===== config.mk =====
export PLATFORM = sky130hd
export DESIGN_NAME = efp_flag_port
export DESIGN_NICKNAME = d
export VERILOG_FILES = /design/src/core/efp_pkg.sv /design/src/core/efp_ovr_slot.sv /design/src/core/efp_flag_port.sv
export SDC_FILE = /design/constraint.sdc
export NUM_CORES = 1
export LEC_CHECK = 0
export BUFFER_PORTS_ARGS = -buffer_cell sky130_fd_sc_hd__buf_2
export CAP_MARGIN = 20
export CORE_MARGIN = 1
export CORE_UTILIZATION = 57
export CTS_CLUSTER_DIAMETER = 80
export DETAILED_ROUTE_END_ITERATION = 12
export PLACE_DENSITY = 0.84
export SLEW_MARGIN = 20
export SYNTH_ARGS = -nofsm -noshare
export SYNTH_HDL_FRONTEND = slang
export SYNTH_SLANG_ARGS = --single-unit

===== constraint.sdc =====
create_clock -name clk -period 5.8 [get_ports clk]
set_input_delay 0.29 -clock clk [delete_from_list [all_inputs] [get_ports clk]]
set_output_delay 0.29 -clock clk [all_outputs]
set_load 0.02 [all_outputs]

===== src/core/efp_pkg.sv =====
// Shared constants, types and helpers for the error flag port block.
package efp_pkg;

	// ==========================================================
	// Flag layout
	// ==========================================================
	localparam int GRP_W = 5;
	localparam int NFLAGS = 15;
	localparam int FF_LSB = 0;
	localparam int AP_LSB = 5;
	localparam int ANC_LSB = 10;
	localparam int VAL_W = 2;
	localparam int APV_BIT = 1;
	localparam int FFV_BIT = 0;

	// ==========================================================
	// Group select codes
	// ==========================================================
	localparam logic [1:0] SEL_FF = 2'h0;
	localparam logic [1:0] SEL_AP = 2'h1;
	localparam logic [1:0] SEL_ANC = 2'h2;
	localparam logic [1:0] SEL_CTL = 2'h3;

	// Control group bit positions on the five flag lines.
	localparam int CTL_INOUT_BIT = 4;
	localparam int CTL_CHK_BIT = 4;
	localparam int CTL_APV_BIT = 3;
	localparam int CTL_FFV_BIT = 2;
	localparam int CTL_S_BIT = 1;

	// ==========================================================
	// APB register map
	// ==========================================================
	localparam logic [11:0] ADDR_CTRL = 12'h000;
	localparam logic [11:0] ADDR_HOST_OVR = 12'h004;
	localparam logic [11:0] ADDR_STATUS = 12'h008;
	localparam logic [11:0] ADDR_IN_FLAGS = 12'h00C;
	localparam int CTRL_BYPASS_BIT = 0;
	localparam int CTRL_HOST_EN_BIT = 1;
	localparam int HOVR_VAL_LSB = 15;
	localparam int STAT_INOUT_BIT = 15;
	localparam int STAT_BYPASS_BIT = 16;
	localparam int STAT_FWD_BIT = 17;
	localparam logic [1:0] CTRL_RST = 2'h0;
	localparam logic [16:0] HOST_OVR_RST = 17'h00000;
	localparam logic INOUT_RST = 1'b0;

	// ==========================================================
	// Timing
	// ==========================================================
	localparam logic FWD_HOLD_LAST = 1'b1;
	localparam int LINK_MARGIN_CYC = 15;

	// Forwarding sequencer states.
	typedef enum logic [1:0] {
		FWD_IDLE = 2'b00,
		FWD_AP = 2'b01,
		FWD_FF = 2'b10,
		FWD_ANC = 2'b11
	} efp_fwd_t;

	// Picks one five-bit error group out of the fifteen flags.
	function automatic logic [GRP_W-1:0] efp_group(
		input logic [NFLAGS-1:0] flags,
		input logic [1:0] sel
	);
		logic [GRP_W-1:0] g;
		g = '0;
		case (sel)
			SEL_FF: g = flags[FF_LSB +: GRP_W];
			SEL_AP: g = flags[AP_LSB +: GRP_W];
			SEL_ANC: g = flags[ANC_LSB +: GRP_W];
			default: g = '0;
		endcase
		return g;
	endfunction

endpackage


===== src/core/efp_ovr_slot.sv =====
// One-shot overwrite slot: holds a value until the next outgoing packet.
`timescale 1ns/10ps
module efp_ovr_slot #(
	parameter int W = 5
) (
	// Clock and control.
	input wire logic clk,
	input wire logic rst_n,
	input wire logic clk_en,
	// Load from the flag port and consume by the packet.
	input wire logic load,
	input wire logic [W-1:0] load_val,
	input wire logic consume,
	// Stored overwrite.
	output logic pending,
	output logic [W-1:0] value
);

	// ==========================================================
	// Storage
	// ==========================================================
	// A load in the same cycle as the consume wins, so a write landing
	// on the packet edge applies to the following packet instead.
	always_ff @(posedge clk or negedge rst_n) begin
		if (!rst_n) begin
			pending <= 1'b0;
			value <= '0;
		end else if (clk_en) begin
			if (load) begin
				pending <= 1'b1;
				value <= load_val;
			end else if (consume) begin
				pending <= 1'b0;
			end
		end
	end

endmodule


===== src/core/efp_flag_port.sv =====
// Five-bit synchronous error flag port with forwarding and bypass modes.
//
// Contract
// Other party starts write by lowering direction.
// First low sample releases the flag lines.
// Later low edges capture select and flags.
// Write updates only the selected group.
// Other waits one clock before driving flags.
// High direction sample is read, select captured.
// Selected group appears one clock after select.
// CRC-only passes flags, recomputes packet CRC.
// CRC-only overrides receive/transmit select input.
// Other raises direction before forward input.
// Forwarding drives flags and select after delay.
// Forwarding steps select itself, presents flags.
// Each forwarded value stands two clocks.
// Forward select order 01,00,10, never 11.
// Between packets show 01 with ancillary flags.
// Bypass makes forwarded flags all zero.
// Other keeps link latency under field minus 15.
// Port overwrites beat host table overwrites.
// Receiver in write mode inserts forwarded flags.
// Bypass by pin or bit; overwrites ignored.
// Bypass keeps incoming reads, outgoing reads zero.
// Five lines reach fifteen flags in groups.
// Port write affects only next outgoing packet.
// Source select bit latched, cleared at reset.
// Explicit output enable, released during writes.
//
// Implementation choices: the register addresses and the APB interface to the registers.
`timescale 1ns/10ps
module efp_flag_port
	import efp_pkg::*;
(
	// Clock, reset and clock enable.
	input wire logic clk,
	input wire logic reset_n,
	input wire logic clk_en,
	// APB slave.
	input wire logic psel,
	input wire logic penable,
	input wire logic pwrite,
	input wire logic [11:0] paddr,
	input wire logic [31:0] pwdata,
	output logic [31:0] prdata,
	output logic pready,
	output logic pslverr,
	// Flag port pins.
	input wire logic port_read_nwrite,
	input wire logic flag_forward,
	input wire logic [1:0] group_sel_in,
	output logic [1:0] group_sel_out,
	output logic group_sel_oe_n,
	input wire logic [GRP_W-1:0] flag_lines_in,
	output logic [GRP_W-1:0] flag_lines_out,
	output logic flag_lines_oe_n,
	// Mode pins.
	input wire logic crc_only,
	input wire logic rx_tx_sel,
	input wire logic packet_processing_bypass,
	// Packet engine side.
	input wire logic packet_received,
	input wire logic packet_send,
	input wire logic [NFLAGS-1:0] in_flags,
	input wire logic [VAL_W-1:0] in_validity,
	input wire logic [NFLAGS-1:0] calc_flags,
	input wire logic packet_checksum_error,
	output logic [NFLAGS-1:0] out_flags,
	output logic [VAL_W-1:0] out_validity,
	output logic crc_replace
);

	// ==========================================================
	// Reset synchroniser
	// ==========================================================
	logic rst_meta_r; // First stage, read only by the second.
	logic rst_sync_n; // Released reset used everywhere else.

	// Release is delayed two edges so every flop leaves reset together.
	always_ff @(posedge clk or negedge reset_n) begin
		if (!reset_n) begin
			rst_meta_r <= 1'b0;
			rst_sync_n <= 1'b0;
		end else if (clk_en) begin
			rst_meta_r <= 1'b1;
			rst_sync_n <= rst_meta_r;
		end
	end

	// ==========================================================
	// APB registers
	// ==========================================================
	logic [1:0] ctrl_r; // Bypass bit and host overwrite enable.
	logic [16:0] host_ovr_r; // Host flags [14:0] and validity [16:15].
	logic in_out_sel_r; // Port reads: high incoming, low outgoing.
	logic fwd_on_r; // Forwarding drive enabled.
	logic bypass; // Effective bypass.
	logic host_en; // Host overwrite enabled.
	logic apb_setup; // Setup phase of a transfer.
	logic apb_wr; // Write access completes this edge.
	logic addr_ok; // Address is mapped.
	logic [31:0] rd_mux; // Read data selected by address.

	assign bypass = packet_processing_bypass | ctrl_r[CTRL_BYPASS_BIT];
	assign host_en = ctrl_r[CTRL_HOST_EN_BIT];
	assign apb_setup = psel & ~penable;
	assign apb_wr = psel & penable & pwrite & addr_ok;
	// No wait states; a frozen clock holds the access phase.
	assign pready = clk_en;
	assign pslverr = psel & penable & ~addr_ok;

	// Address decode and read multiplexer.
	always_comb begin
		addr_ok = 1'b1;
		rd_mux = 32'h00000000;
		case (paddr)
			ADDR_CTRL: rd_mux[1:0] = ctrl_r;
			ADDR_HOST_OVR: rd_mux[16:0] = host_ovr_r;
			ADDR_STATUS: begin
				// Outgoing flags read as zero in bypass.
				rd_mux[NFLAGS-1:0] = bypass ? '0 : out_flags;
				rd_mux[STAT_INOUT_BIT] = in_out_sel_r;
				rd_mux[STAT_BYPASS_BIT] = bypass;
				rd_mux[STAT_FWD_BIT] = fwd_on_r;
			end
			ADDR_IN_FLAGS: rd_mux[NFLAGS-1:0] = in_flags;
			default: addr_ok = 1'b0;
		endcase
	end

	// Register writes take effect at the access edge only.
	always_ff @(posedge clk or negedge rst_sync_n) begin
		if (!rst_sync_n) begin
			ctrl_r <= CTRL_RST;
			host_ovr_r <= HOST_OVR_RST;
		end else if (clk_en && apb_wr) begin
			if (paddr == ADDR_CTRL) begin
				ctrl_r <= pwdata[1:0];
			end
			if (paddr == ADDR_HOST_OVR) begin
				host_ovr_r <= pwdata[16:0];
			end
		end
	end

	// Read data is latched in the setup phase and stands in access.
	always_ff @(posedge clk or negedge rst_sync_n) begin
		if (!rst_sync_n) begin
			prdata <= 32'h00000000;
		end else if (clk_en && apb_setup) begin
			prdata <= pwrite ? 32'h00000000 : rd_mux;
		end
	end

	// ==========================================================
	// Flag port write capture
	// ==========================================================
	logic wr_active_r; // Lines released, later edges capture.
	logic wr_capture; // This edge latches select and flags.
	logic [2:0] grp_load; // Per-group load strobes.
	logic [2:0] grp_pend; // Per-group overwrite pending.
	logic [NFLAGS-1:0] port_vals; // Stored port overwrite values.
	logic val_pend; // Validity overwrite pending.
	logic [VAL_W-1:0] val_port; // Stored validity overwrite.
	logic consume; // Outgoing packet takes the overwrites.

	assign wr_capture = ~port_read_nwrite & wr_active_r;
	assign consume = packet_send;

	// The first low sample only releases the lines; data follow later.
	always_ff @(posedge clk or negedge rst_sync_n) begin
		if (!rst_sync_n) begin
			wr_active_r <= 1'b0;
		end else if (clk_en) begin
			wr_active_r <= ~port_read_nwrite;
		end
	end

	// Each group gets its own strobe so others stay untouched.
	always_comb begin
		grp_load = 3'h0;
		if (wr_capture) begin
			case (group_sel_in)
				SEL_FF: grp_load[0] = 1'b1;
				SEL_AP: grp_load[1] = 1'b1;
				SEL_ANC: grp_load[2] = 1'b1;
				default: grp_load = 3'h0;
			endcase
		end
	end

	// Three error groups held as one-shot overwrites.
	genvar gi;
	generate
		for (gi = 0; gi < 3; gi++) begin : g_grp
			efp_ovr_slot #(
				.W(GRP_W)
			) u_slot (
				.clk(clk),
				.rst_n(rst_sync_n),
				.clk_en(clk_en),
				.load(grp_load[gi]),
				.load_val(flag_lines_in),
				.consume(consume),
				.pending(grp_pend[gi]),
				.value(port_vals[gi*GRP_W +: GRP_W])
			);
		end
	endgenerate

	// Validity bits share the control group write.
	efp_ovr_slot #(
		.W(VAL_W)
	) u_val_slot (
		.clk(clk),
		.rst_n(rst_sync_n),
		.clk_en(clk_en),
		.load(wr_capture && group_sel_in == SEL_CTL),
		.load_val({flag_lines_in[CTL_APV_BIT], flag_lines_in[CTL_FFV_BIT]}),
		.consume(consume),
		.pending(val_pend),
		.value(val_port)
	);

	// The source select bit persists until rewritten.
	always_ff @(posedge clk or negedge rst_sync_n) begin
		if (!rst_sync_n) begin
			in_out_sel_r <= INOUT_RST;
		end else if (clk_en && wr_capture && group_sel_in == SEL_CTL) begin
			in_out_sel_r <= flag_lines_in[CTL_INOUT_BIT];
		end
	end

	// ==========================================================
	// Outgoing flag merge
	// ==========================================================
	logic [NFLAGS-1:0] base_flags; // Flags before any overwrite.
	logic [NFLAGS-1:0] host_flags; // After host overwrite.
	logic [NFLAGS-1:0] merged; // After flag port overwrite.
	logic [VAL_W-1:0] merged_val; // Outgoing validity.

	// Priority, lowest first: computed, host tables, flag port.
	always_comb begin
		if (crc_only) begin
			base_flags = in_flags;
		end else if (rx_tx_sel) begin
			base_flags = in_flags | calc_flags;
		end else begin
			base_flags = calc_flags;
		end
		host_flags = host_en ? host_ovr_r[NFLAGS-1:0] : base_flags;
		for (int g = 0; g < 3; g++) begin
			merged[g*GRP_W +: GRP_W] = grp_pend[g] ?
				port_vals[g*GRP_W +: GRP_W] :
				host_flags[g*GRP_W +: GRP_W];
		end
		merged_val = host_en ? host_ovr_r[HOVR_VAL_LSB +: VAL_W] :
			in_validity;
		if (val_pend) begin
			merged_val = val_port;
		end
	end

	// The packet edge loads the outgoing flags; bypass passes them raw.
	always_ff @(posedge clk or negedge rst_sync_n) begin
		if (!rst_sync_n) begin
			out_flags <= '0;
			out_validity <= '0;
			crc_replace <= 1'b0;
		end else if (clk_en && packet_send) begin
			out_flags <= bypass ? in_flags : merged;
			out_validity <= bypass ? in_validity : merged_val;
			crc_replace <= ~bypass;
		end
	end

	// ==========================================================
	// Flag forwarding sequencer
	// ==========================================================
	efp_fwd_t fwd_state_r; // Current forwarded group.
	logic fwd_hold_r; // Second cycle of a forwarded value.
	logic [NFLAGS-1:0] fwd_flags_r; // Flags of the latest packet.
	logic fwd_req; // Forwarding requested at the pins.

	// The direction must already be high; a write cycle never forwards.
	assign fwd_req = flag_forward & port_read_nwrite;

	// The drive enable rises one edge after the request is seen; the pins drive one edge later.
	always_ff @(posedge clk or negedge rst_sync_n) begin
		if (!rst_sync_n) begin
			fwd_on_r <= 1'b0;
		end else if (clk_en) begin
			fwd_on_r <= fwd_req;
		end
	end

	// A packet snapshot feeds the sequence; bypass forwards zeros.
	always_ff @(posedge clk or negedge rst_sync_n) begin
		if (!rst_sync_n) begin
			fwd_flags_r <= '0;
		end else if (clk_en && packet_received) begin
			fwd_flags_r <= bypass ? '0 : merged;
		end
	end

	// Steps AP, FF, ANC with two cycles each, then rests.
	always_ff @(posedge clk or negedge rst_sync_n) begin
		if (!rst_sync_n) begin
			fwd_state_r <= FWD_IDLE;
			fwd_hold_r <= 1'b0;
		end else if (clk_en) begin
			case (fwd_state_r)
				FWD_IDLE: begin
					fwd_hold_r <= 1'b0;
					if (fwd_req && packet_received) begin
						fwd_state_r <= FWD_AP;
					end
				end
				FWD_AP, FWD_FF, FWD_ANC: begin
					fwd_hold_r <= ~fwd_hold_r;
					if (fwd_hold_r == FWD_HOLD_LAST) begin
						case (fwd_state_r)
							FWD_AP: fwd_state_r <= FWD_FF;
							FWD_FF: fwd_state_r <= FWD_ANC;
							default: fwd_state_r <= FWD_IDLE;
						endcase
					end
				end
				default: fwd_state_r <= FWD_IDLE;
			endcase
		end
	end

	// ==========================================================
	// Pin drivers
	// ==========================================================
	logic [GRP_W-1:0] rd_data; // Read group for the captured select.
	logic [GRP_W-1:0] fwd_data; // Forwarded group for the state.
	logic [1:0] fwd_sel; // Forwarded select value.

	// The read group comes from incoming or outgoing flags.
	always_comb begin
		rd_data = '0;
		if (group_sel_in == SEL_CTL) begin
			rd_data[CTL_CHK_BIT] = packet_checksum_error;
			rd_data[CTL_APV_BIT] = in_validity[APV_BIT];
			rd_data[CTL_FFV_BIT] = in_validity[FFV_BIT];
			rd_data[CTL_S_BIT] = in_out_sel_r;
		end else if (in_out_sel_r) begin
			rd_data = efp_group(in_flags, group_sel_in);
		end else if (!bypass) begin
			rd_data = efp_group(out_flags, group_sel_in);
		end
	end

	// Idle shows select 01 while the lines carry the ancillary group.
	always_comb begin
		case (fwd_state_r)
			FWD_AP: fwd_sel = SEL_AP;
			FWD_FF: fwd_sel = SEL_FF;
			FWD_ANC: fwd_sel = SEL_ANC;
			default: fwd_sel = SEL_AP;
		endcase
		if (fwd_state_r == FWD_IDLE) begin
			fwd_data = efp_group(fwd_flags_r, SEL_ANC);
		end else begin
			fwd_data = efp_group(fwd_flags_r, fwd_sel);
		end
	end

	// Data and enables are registered; enables are active low.
	always_ff @(posedge clk or negedge rst_sync_n) begin
		if (!rst_sync_n) begin
			flag_lines_out <= '0;
			flag_lines_oe_n <= 1'b1;
			group_sel_out <= SEL_AP;
			group_sel_oe_n <= 1'b1;
		end else if (clk_en) begin
			flag_lines_oe_n <= ~port_read_nwrite;
			group_sel_oe_n <= ~fwd_on_r;
			group_sel_out <= fwd_sel;
			if (fwd_on_r) begin
				flag_lines_out <= fwd_data;
			end else if (port_read_nwrite) begin
				flag_lines_out <= rd_data;
			end
		end
	end
endmodule


==> flow_summary.html <==
<table>
<tr><th>Metric</th><th>Value</th></tr>
<tr><th colspan="2">CTS</th></tr>
<tr><td>Sinks on Clock Net</td><td>approximately 110</td></tr>
<tr><td>Post_cts resized</td><td>0</td></tr>
<tr><td>Maximum count of clock buffers along a single path</td><td>2</td></tr>
<tr><td>Clock tree from TritonCTS</td><td>built</td></tr>
<tr><td>CTS clk-pin slew, worst paths</td><td>between 100 and 150 ps</td></tr>
<tr><td>CTS Buf Count</td><td>9</td></tr>
<tr><td>Clock insertion delay at the later pin of the skew report</td><td>380 ps</td></tr>
<tr><td>CTS root buffer</td><td>sky130_fd_sc_hd__clkbuf_8</td></tr>
<tr><td>Post-CTS setup buffer count</td><td>0</td></tr>
<tr><td>Number of H-tree levels</td><td>3</td></tr>
<tr><td>Hold_buf cts</td><td>1</td></tr>
<tr><th colspan="2">Floorplan</th></tr>
<tr><td>Cell row count</td><td>36</td></tr>
<tr><td>Initial Utilization</td><td>58.5%</td></tr>
<tr><td>Number of ports placed on the die boundary</td><td>approximately 160</td></tr>
<tr><td>Width of the die</td><td>102 um</td></tr>
<tr><td>Total Die Area</td><td>10,400 um^2</td></tr>
<tr><td>Core area</td><td>slightly below 10,000 um^2</td></tr>
<tr><td>Die boundary height</td><td>just over 100 um</td></tr>
<tr><th colspan="2">Critical path</th></tr>
<tr><td>Worst Setup Path Type</td><td>reg2reg</td></tr>
<tr><td>Crit path launch type</td><td>flop</td></tr>
<tr><td>WP data required</td><td>6090 ps</td></tr>
<tr><td>Data arrival at the endpoint of the critical path</td><td>approximately 2500 ps</td></tr>
<tr><td>Series of cell instances along the critical path</td><td>nor2_1, and2_1, a22oi_1, o21ai_0</td></tr>
<tr><td>Critical path fanouts, max</td><td>14</td></tr>
<tr><td>Master of the slowest instance on the critical path</td><td>sky130_fd_sc_hd__nor2_1</td></tr>
<tr><td>Buffer and inverter count on the worst path</td><td>0</td></tr>
<tr><td>Launching element of the worst setup path</td><td>ctrl_r[0]</td></tr>
<tr><td>Endpoint class of the critical path</td><td>flop</td></tr>
<tr><td>Biggest cell delay along the critical path</td><td>820 ps</td></tr>
<tr><td>Start of the worst register-to-register path</td><td>ctrl_r[0]</td></tr>
<tr><td>Largest delay contributor family on the critical path</td><td>simple AND/OR/NAND/NOR gates</td></tr>
<tr><th colspan="2">STA</th></tr>
<tr><td>Fin. Hold Viols</td><td>0</td></tr>
<tr><td>Share of the cycle needed by the critical path after routing</td><td>~38%</td></tr>
<tr><td>Setup repair after global routing missed its margin</td><td>no</td></tr>
<tr><td>Fmax</td><td>roughly 460 MHz</td></tr>
<tr><td>Max Transition Viols Final</td><td>0</td></tr>
<tr><td>Min Hold Slack</td><td>between 100 and 150 ps</td></tr>
<tr><td>Final Setup Violations</td><td>0</td></tr>
<tr><td>Minimum clock period</td><td>roughly 2200 ps</td></tr>
<tr><td>Worst Max-Slew Pin Slew</td><td>between 1000 and 1500 ps</td></tr>
<tr><td>Worst clock skew on the final layout</td><td>roughly 8.7 ps</td></tr>
<tr><td>Final-layout setup total negative slack</td><td>0 ps</td></tr>
<tr><td>Tightest slew margin relative to the limit</td><td>about 28%</td></tr>
<tr><th colspan="2">Place</th></tr>
<tr><td>Area post-placement</td><td>6290 um^2</td></tr>
<tr><td>Weighted congestion reported at the end of routability-driven placement</td><td>0.953</td></tr>
<tr><td>Number of port buffers</td><td>between 100 and 150</td></tr>
<tr><td>HPWL after detailed placement</td><td>approximately 12,000 um</td></tr>
<tr><th colspan="2">Yosys</th></tr>
<tr><td>Number of instances in the synthesized netlist</td><td>548</td></tr>
<tr><td>Number of synthesized flops with an enable pin</td><td>0</td></tr>
<tr><td>Unique masters post-synth</td><td>between 50 and 60</td></tr>
<tr><td>Top FF cell, synth</td><td>sky130_fd_sc_hd__dfrtp_1</td></tr>
<tr><td>Syn_area_per_cell</td><td>10.4 um^2</td></tr>
<tr><td>Yosys synthesis warning count</td><td>0</td></tr>
<tr><td>Seq/Total Area, Yosys</td><td>a little under half</td></tr>
<tr><td>Share of flip-flops with an asynchronous set or reset after synthesis</td><td>100%</td></tr>
<tr><td>Number of flip-flops and latches in the synthesized netlist</td><td>around 110</td></tr>
<tr><td>Cell area after synthesis</td><td>5690 um^2</td></tr>
<tr><th colspan="2">Layout</th></tr>
<tr><td>Final net count</td><td>about 750</td></tr>
<tr><td>Fillers</td><td>~820</td></tr>
<tr><td>Share of post-route cells with drive strength above 1</td><td>between 30% and 40%</td></tr>
<tr><td>Synth-to-layout area growth</td><td>14.3%</td></tr>
<tr><td># diodes</td><td>0</td></tr>
<tr><td>Final instance area</td><td>approximately 6500 um^2</td></tr>
<tr><td>Commonest non-fill, non-tap cells in the layout</td><td>sky130_fd_sc_hd__buf_2 (128), sky130_fd_sc_hd__dfrtp_1 (104), sky130_fd_sc_hd__nand2_1 (55)</td></tr>
<tr><td>Commonest non-fill, non-tap cell in the layout</td><td>sky130_fd_sc_hd__buf_2</td></tr>
<tr><th colspan="2">Power</th></tr>
<tr><td>Pwr dens</td><td>between 200 and 300 nW/um^2</td></tr>
<tr><td>Static leakage</td><td>between 3 and 4 nW</td></tr>
<tr><td>Maximum VDD drop</td><td>roughly 0.16 mV</td></tr>
<tr><td>Pwr Total</td><td>roughly 0.0019 W</td></tr>
<tr><th colspan="2">Global route</th></tr>
<tr><td>Antenna violations before repair</td><td>0</td></tr>
<tr><td>Overall fraction of global-route tracks in use</td><td>between 30% and 40%</td></tr>
<tr><td>Vias in the first global route</td><td>around 4,400</td></tr>
<tr><td>Largest net degree at the start of global routing</td><td>69</td></tr>
<tr><td>Global-route wire length before repair</td><td>about 24,000 um</td></tr>
<tr><td>Aggregate global routing overflow</td><td>0</td></tr>
<tr><th colspan="2">Run status</th></tr>
<tr><td>Status</td><td>completed</td></tr>
<tr><th colspan="2">Job</th></tr>
<tr><td>Count of maximum capacitance violations</td><td>0</td></tr>
<tr><th colspan="2">Drt</th></tr>
<tr><td>Wirelength, routed</td><td>15,900 um</td></tr>
<tr><td>Ratio of routed vias to standard cells</td><td>6.15</td></tr>
<tr><td>Via count</td><td>4,855</td></tr>
<tr><td>Wire per inst</td><td>between 20 and 25 um</td></tr>
<tr><td>DRT iter0 DRCs</td><td>about 530</td></tr>
<tr><td>Residual DRC count</td><td>0</td></tr>
<tr><td>Number of iterations in the first detailed-routing pass</td><td>6</td></tr>
<tr><td>DRT antenna net count</td><td>0</td></tr>
<tr><th colspan="2">Worst hold path</th></tr>
<tr><td>Startpoint of the tightest hold check path</td><td>pwdata[15]</td></tr>
<tr><td>Worst hold path type</td><td>in2reg</td></tr>
</table>
## sequential cells by signal, indices dropped and copies added, names as in the netlist
register and count:
u_val_slot.pending 1, out_flags 15, crc_replace 1, fwd_state_r 2, out_validity 2, host_ovr_r 17
g_grp.u_slot.value 15, group_sel_out 2, fwd_hold_r 1, group_sel_oe_n 1, in_out_sel_r 1, prdata 18
fwd_flags_r 15, u_val_slot.value 2, rst_meta_r 1, flag_lines_oe_n 1, g_grp.u_slot.pending 3, rst_sync_n 1
flag_lines_out 5, wr_active_r 1, fwd_on_r 1, ctrl_r 2
## per-stage QoR
stage	instances	utilization (%)	worst slack, ps
floorplan	561	-	2560
global placement	772	64.7	3470
detailed placement	772	64.7	3290
CTS	789	66.9	3640
global route	789	66.9	3470
finish	789	66.9	3610
## synthesized netlist by cell type (2+ instances only)
cell | number | area [um^2]
sky130_fd_sc_hd__dfrtp_1 | 105 | 2630
sky130_fd_sc_hd__nand2_1 | 55 | 206
sky130_fd_sc_hd__o21ai_0 | 55 | 275
sky130_fd_sc_hd__mux2_2 | 45 | 507
sky130_fd_sc_hd__clkbuf_1 | 29 | 109
sky130_fd_sc_hd__nor2_1 | 26 | 97.6
sky130_fd_sc_hd__a22oi_1 | 18 | 135
sky130_fd_sc_hd__a221oi_1 | 16 | 140
sky130_fd_sc_hd__a31oi_1 | 15 | 93.8
sky130_fd_sc_hd__buf_4 | 15 | 113
sky130_fd_sc_hd__inv_1 | 14 | 52.6
sky130_fd_sc_hd__mux2i_1 | 13 | 130
sky130_fd_sc_hd__or3_1 | 13 | 81.3
sky130_fd_sc_hd__o22ai_1 | 12 | 75.1
sky130_fd_sc_hd__mux2_4 | 10 | 150
sky130_fd_sc_hd__nand2b_1 | 8 | 50.1
sky130_fd_sc_hd__or2_2 | 7 | 43.8
sky130_fd_sc_hd__a21oi_1 | 6 | 30.0
sky130_fd_sc_hd__nor2b_1 | 6 | 37.5
sky130_fd_sc_hd__nor3_1 | 6 | 30.0
sky130_fd_sc_hd__a22o_1 | 5 | 43.8
sky130_fd_sc_hd__a311o_1 | 5 | 50.1
sky130_fd_sc_hd__ha_1 | 5 | 62.6
sky130_fd_sc_hd__nand3b_1 | 5 | 37.5
sky130_fd_sc_hd__buf_1 | 4 | 15.0
sky130_fd_sc_hd__a21o_1 | 3 | 22.5
sky130_fd_sc_hd__a221o_1 | 3 | 30.0
sky130_fd_sc_hd__and2_1 | 3 | 18.8
sky130_fd_sc_hd__dfstp_2 | 3 | 78.8
sky130_fd_sc_hd__nand3_1 | 3 | 15.0
sky130_fd_sc_hd__a2111o_1 | 2 | 22.5
sky130_fd_sc_hd__a222oi_1 | 2 | 20.0
sky130_fd_sc_hd__a2bb2oi_1 | 2 | 17.5
sky130_fd_sc_hd__and4b_1 | 2 | 20.0
sky130_fd_sc_hd__clkbuf_2 | 2 | 10.0
sky130_fd_sc_hd__nand4_1 | 2 | 12.5
sky130_fd_sc_hd__nor4_2 | 2 | 25.0
sky130_fd_sc_hd__nor4b_1 | 2 | 17.5
sky130_fd_sc_hd__o21a_1 | 2 | 15.0
## cell families (layout without fill, tap and decap cells)
group	after synthesis	in the layout	synth area share, %
AOI/OAI and AO/OA	151	151	17.8
muxes	69	69	14.2
other	1	14	0.0659
and+or+nand+nor	148	148	13.4
buffers and inverters	66	161	5.80
DFF	108	108	47.5
adders and majority gates	5	5	1.10
## final cells by class
| type | count | area [um^2] | share of cell area (%) |
|---|---|---|---|
| clock buffer | 9 | 124 | 1.90 |
| clock inverter | 7 | 82.6 | 1.27 |
| inverter | 14 | 52.6 | 0.808 |
| timing repair buffer | 131 | 666 | 10.2 |
| multi-input combinational | 387 | 2710 | 41.6 |
| tap | 133 | 166 | 2.56 |
| sequential | 108 | 2710 | 41.6 |
## path summary, 6_finish.rpt
| check | endpoint | slack [ps] | cells after the start |
|---|---|---|---|
| hold reg to reg | prdata[8] | 310 | 0 |
| setup / recovery | prdata[2] | 3610 | 4 |
| hold / removal | host_ovr_r[15] | 130 | 2 |
| setup reg to reg | prdata[2] | 3610 | 4 |
| min in group asynchronous | rst_sync_n | 210 | 2 |
| max in group asynchronous | out_flags[8] | 4240 | 1 |
## power breakdown
part	switching [W]	total [W]	internal, W	leakage (nW)
Combinational	0.000268	0.000466	0.000198	1.63
Clock	0.000272	0.000481	0.000208	0.104
Sequential	0.0000897	0.000948	0.000858	1.34
Total	0.000630	0.00189	0.00126	3.07
## layer usage
metal | GRT usage [%] | wire length (um) | vias to the layer above
met1 | 44.1 | 6490 | 2326
met2 | 48.6 | 7350 | 305
met4 | 10.2 | 480 | 0
met3 | 5.54 | 1540 | 33
li1 | - | - | 2191
met5 | 0 | 0 | -
No activity file was read; power rests on OpenSTA's default activity.
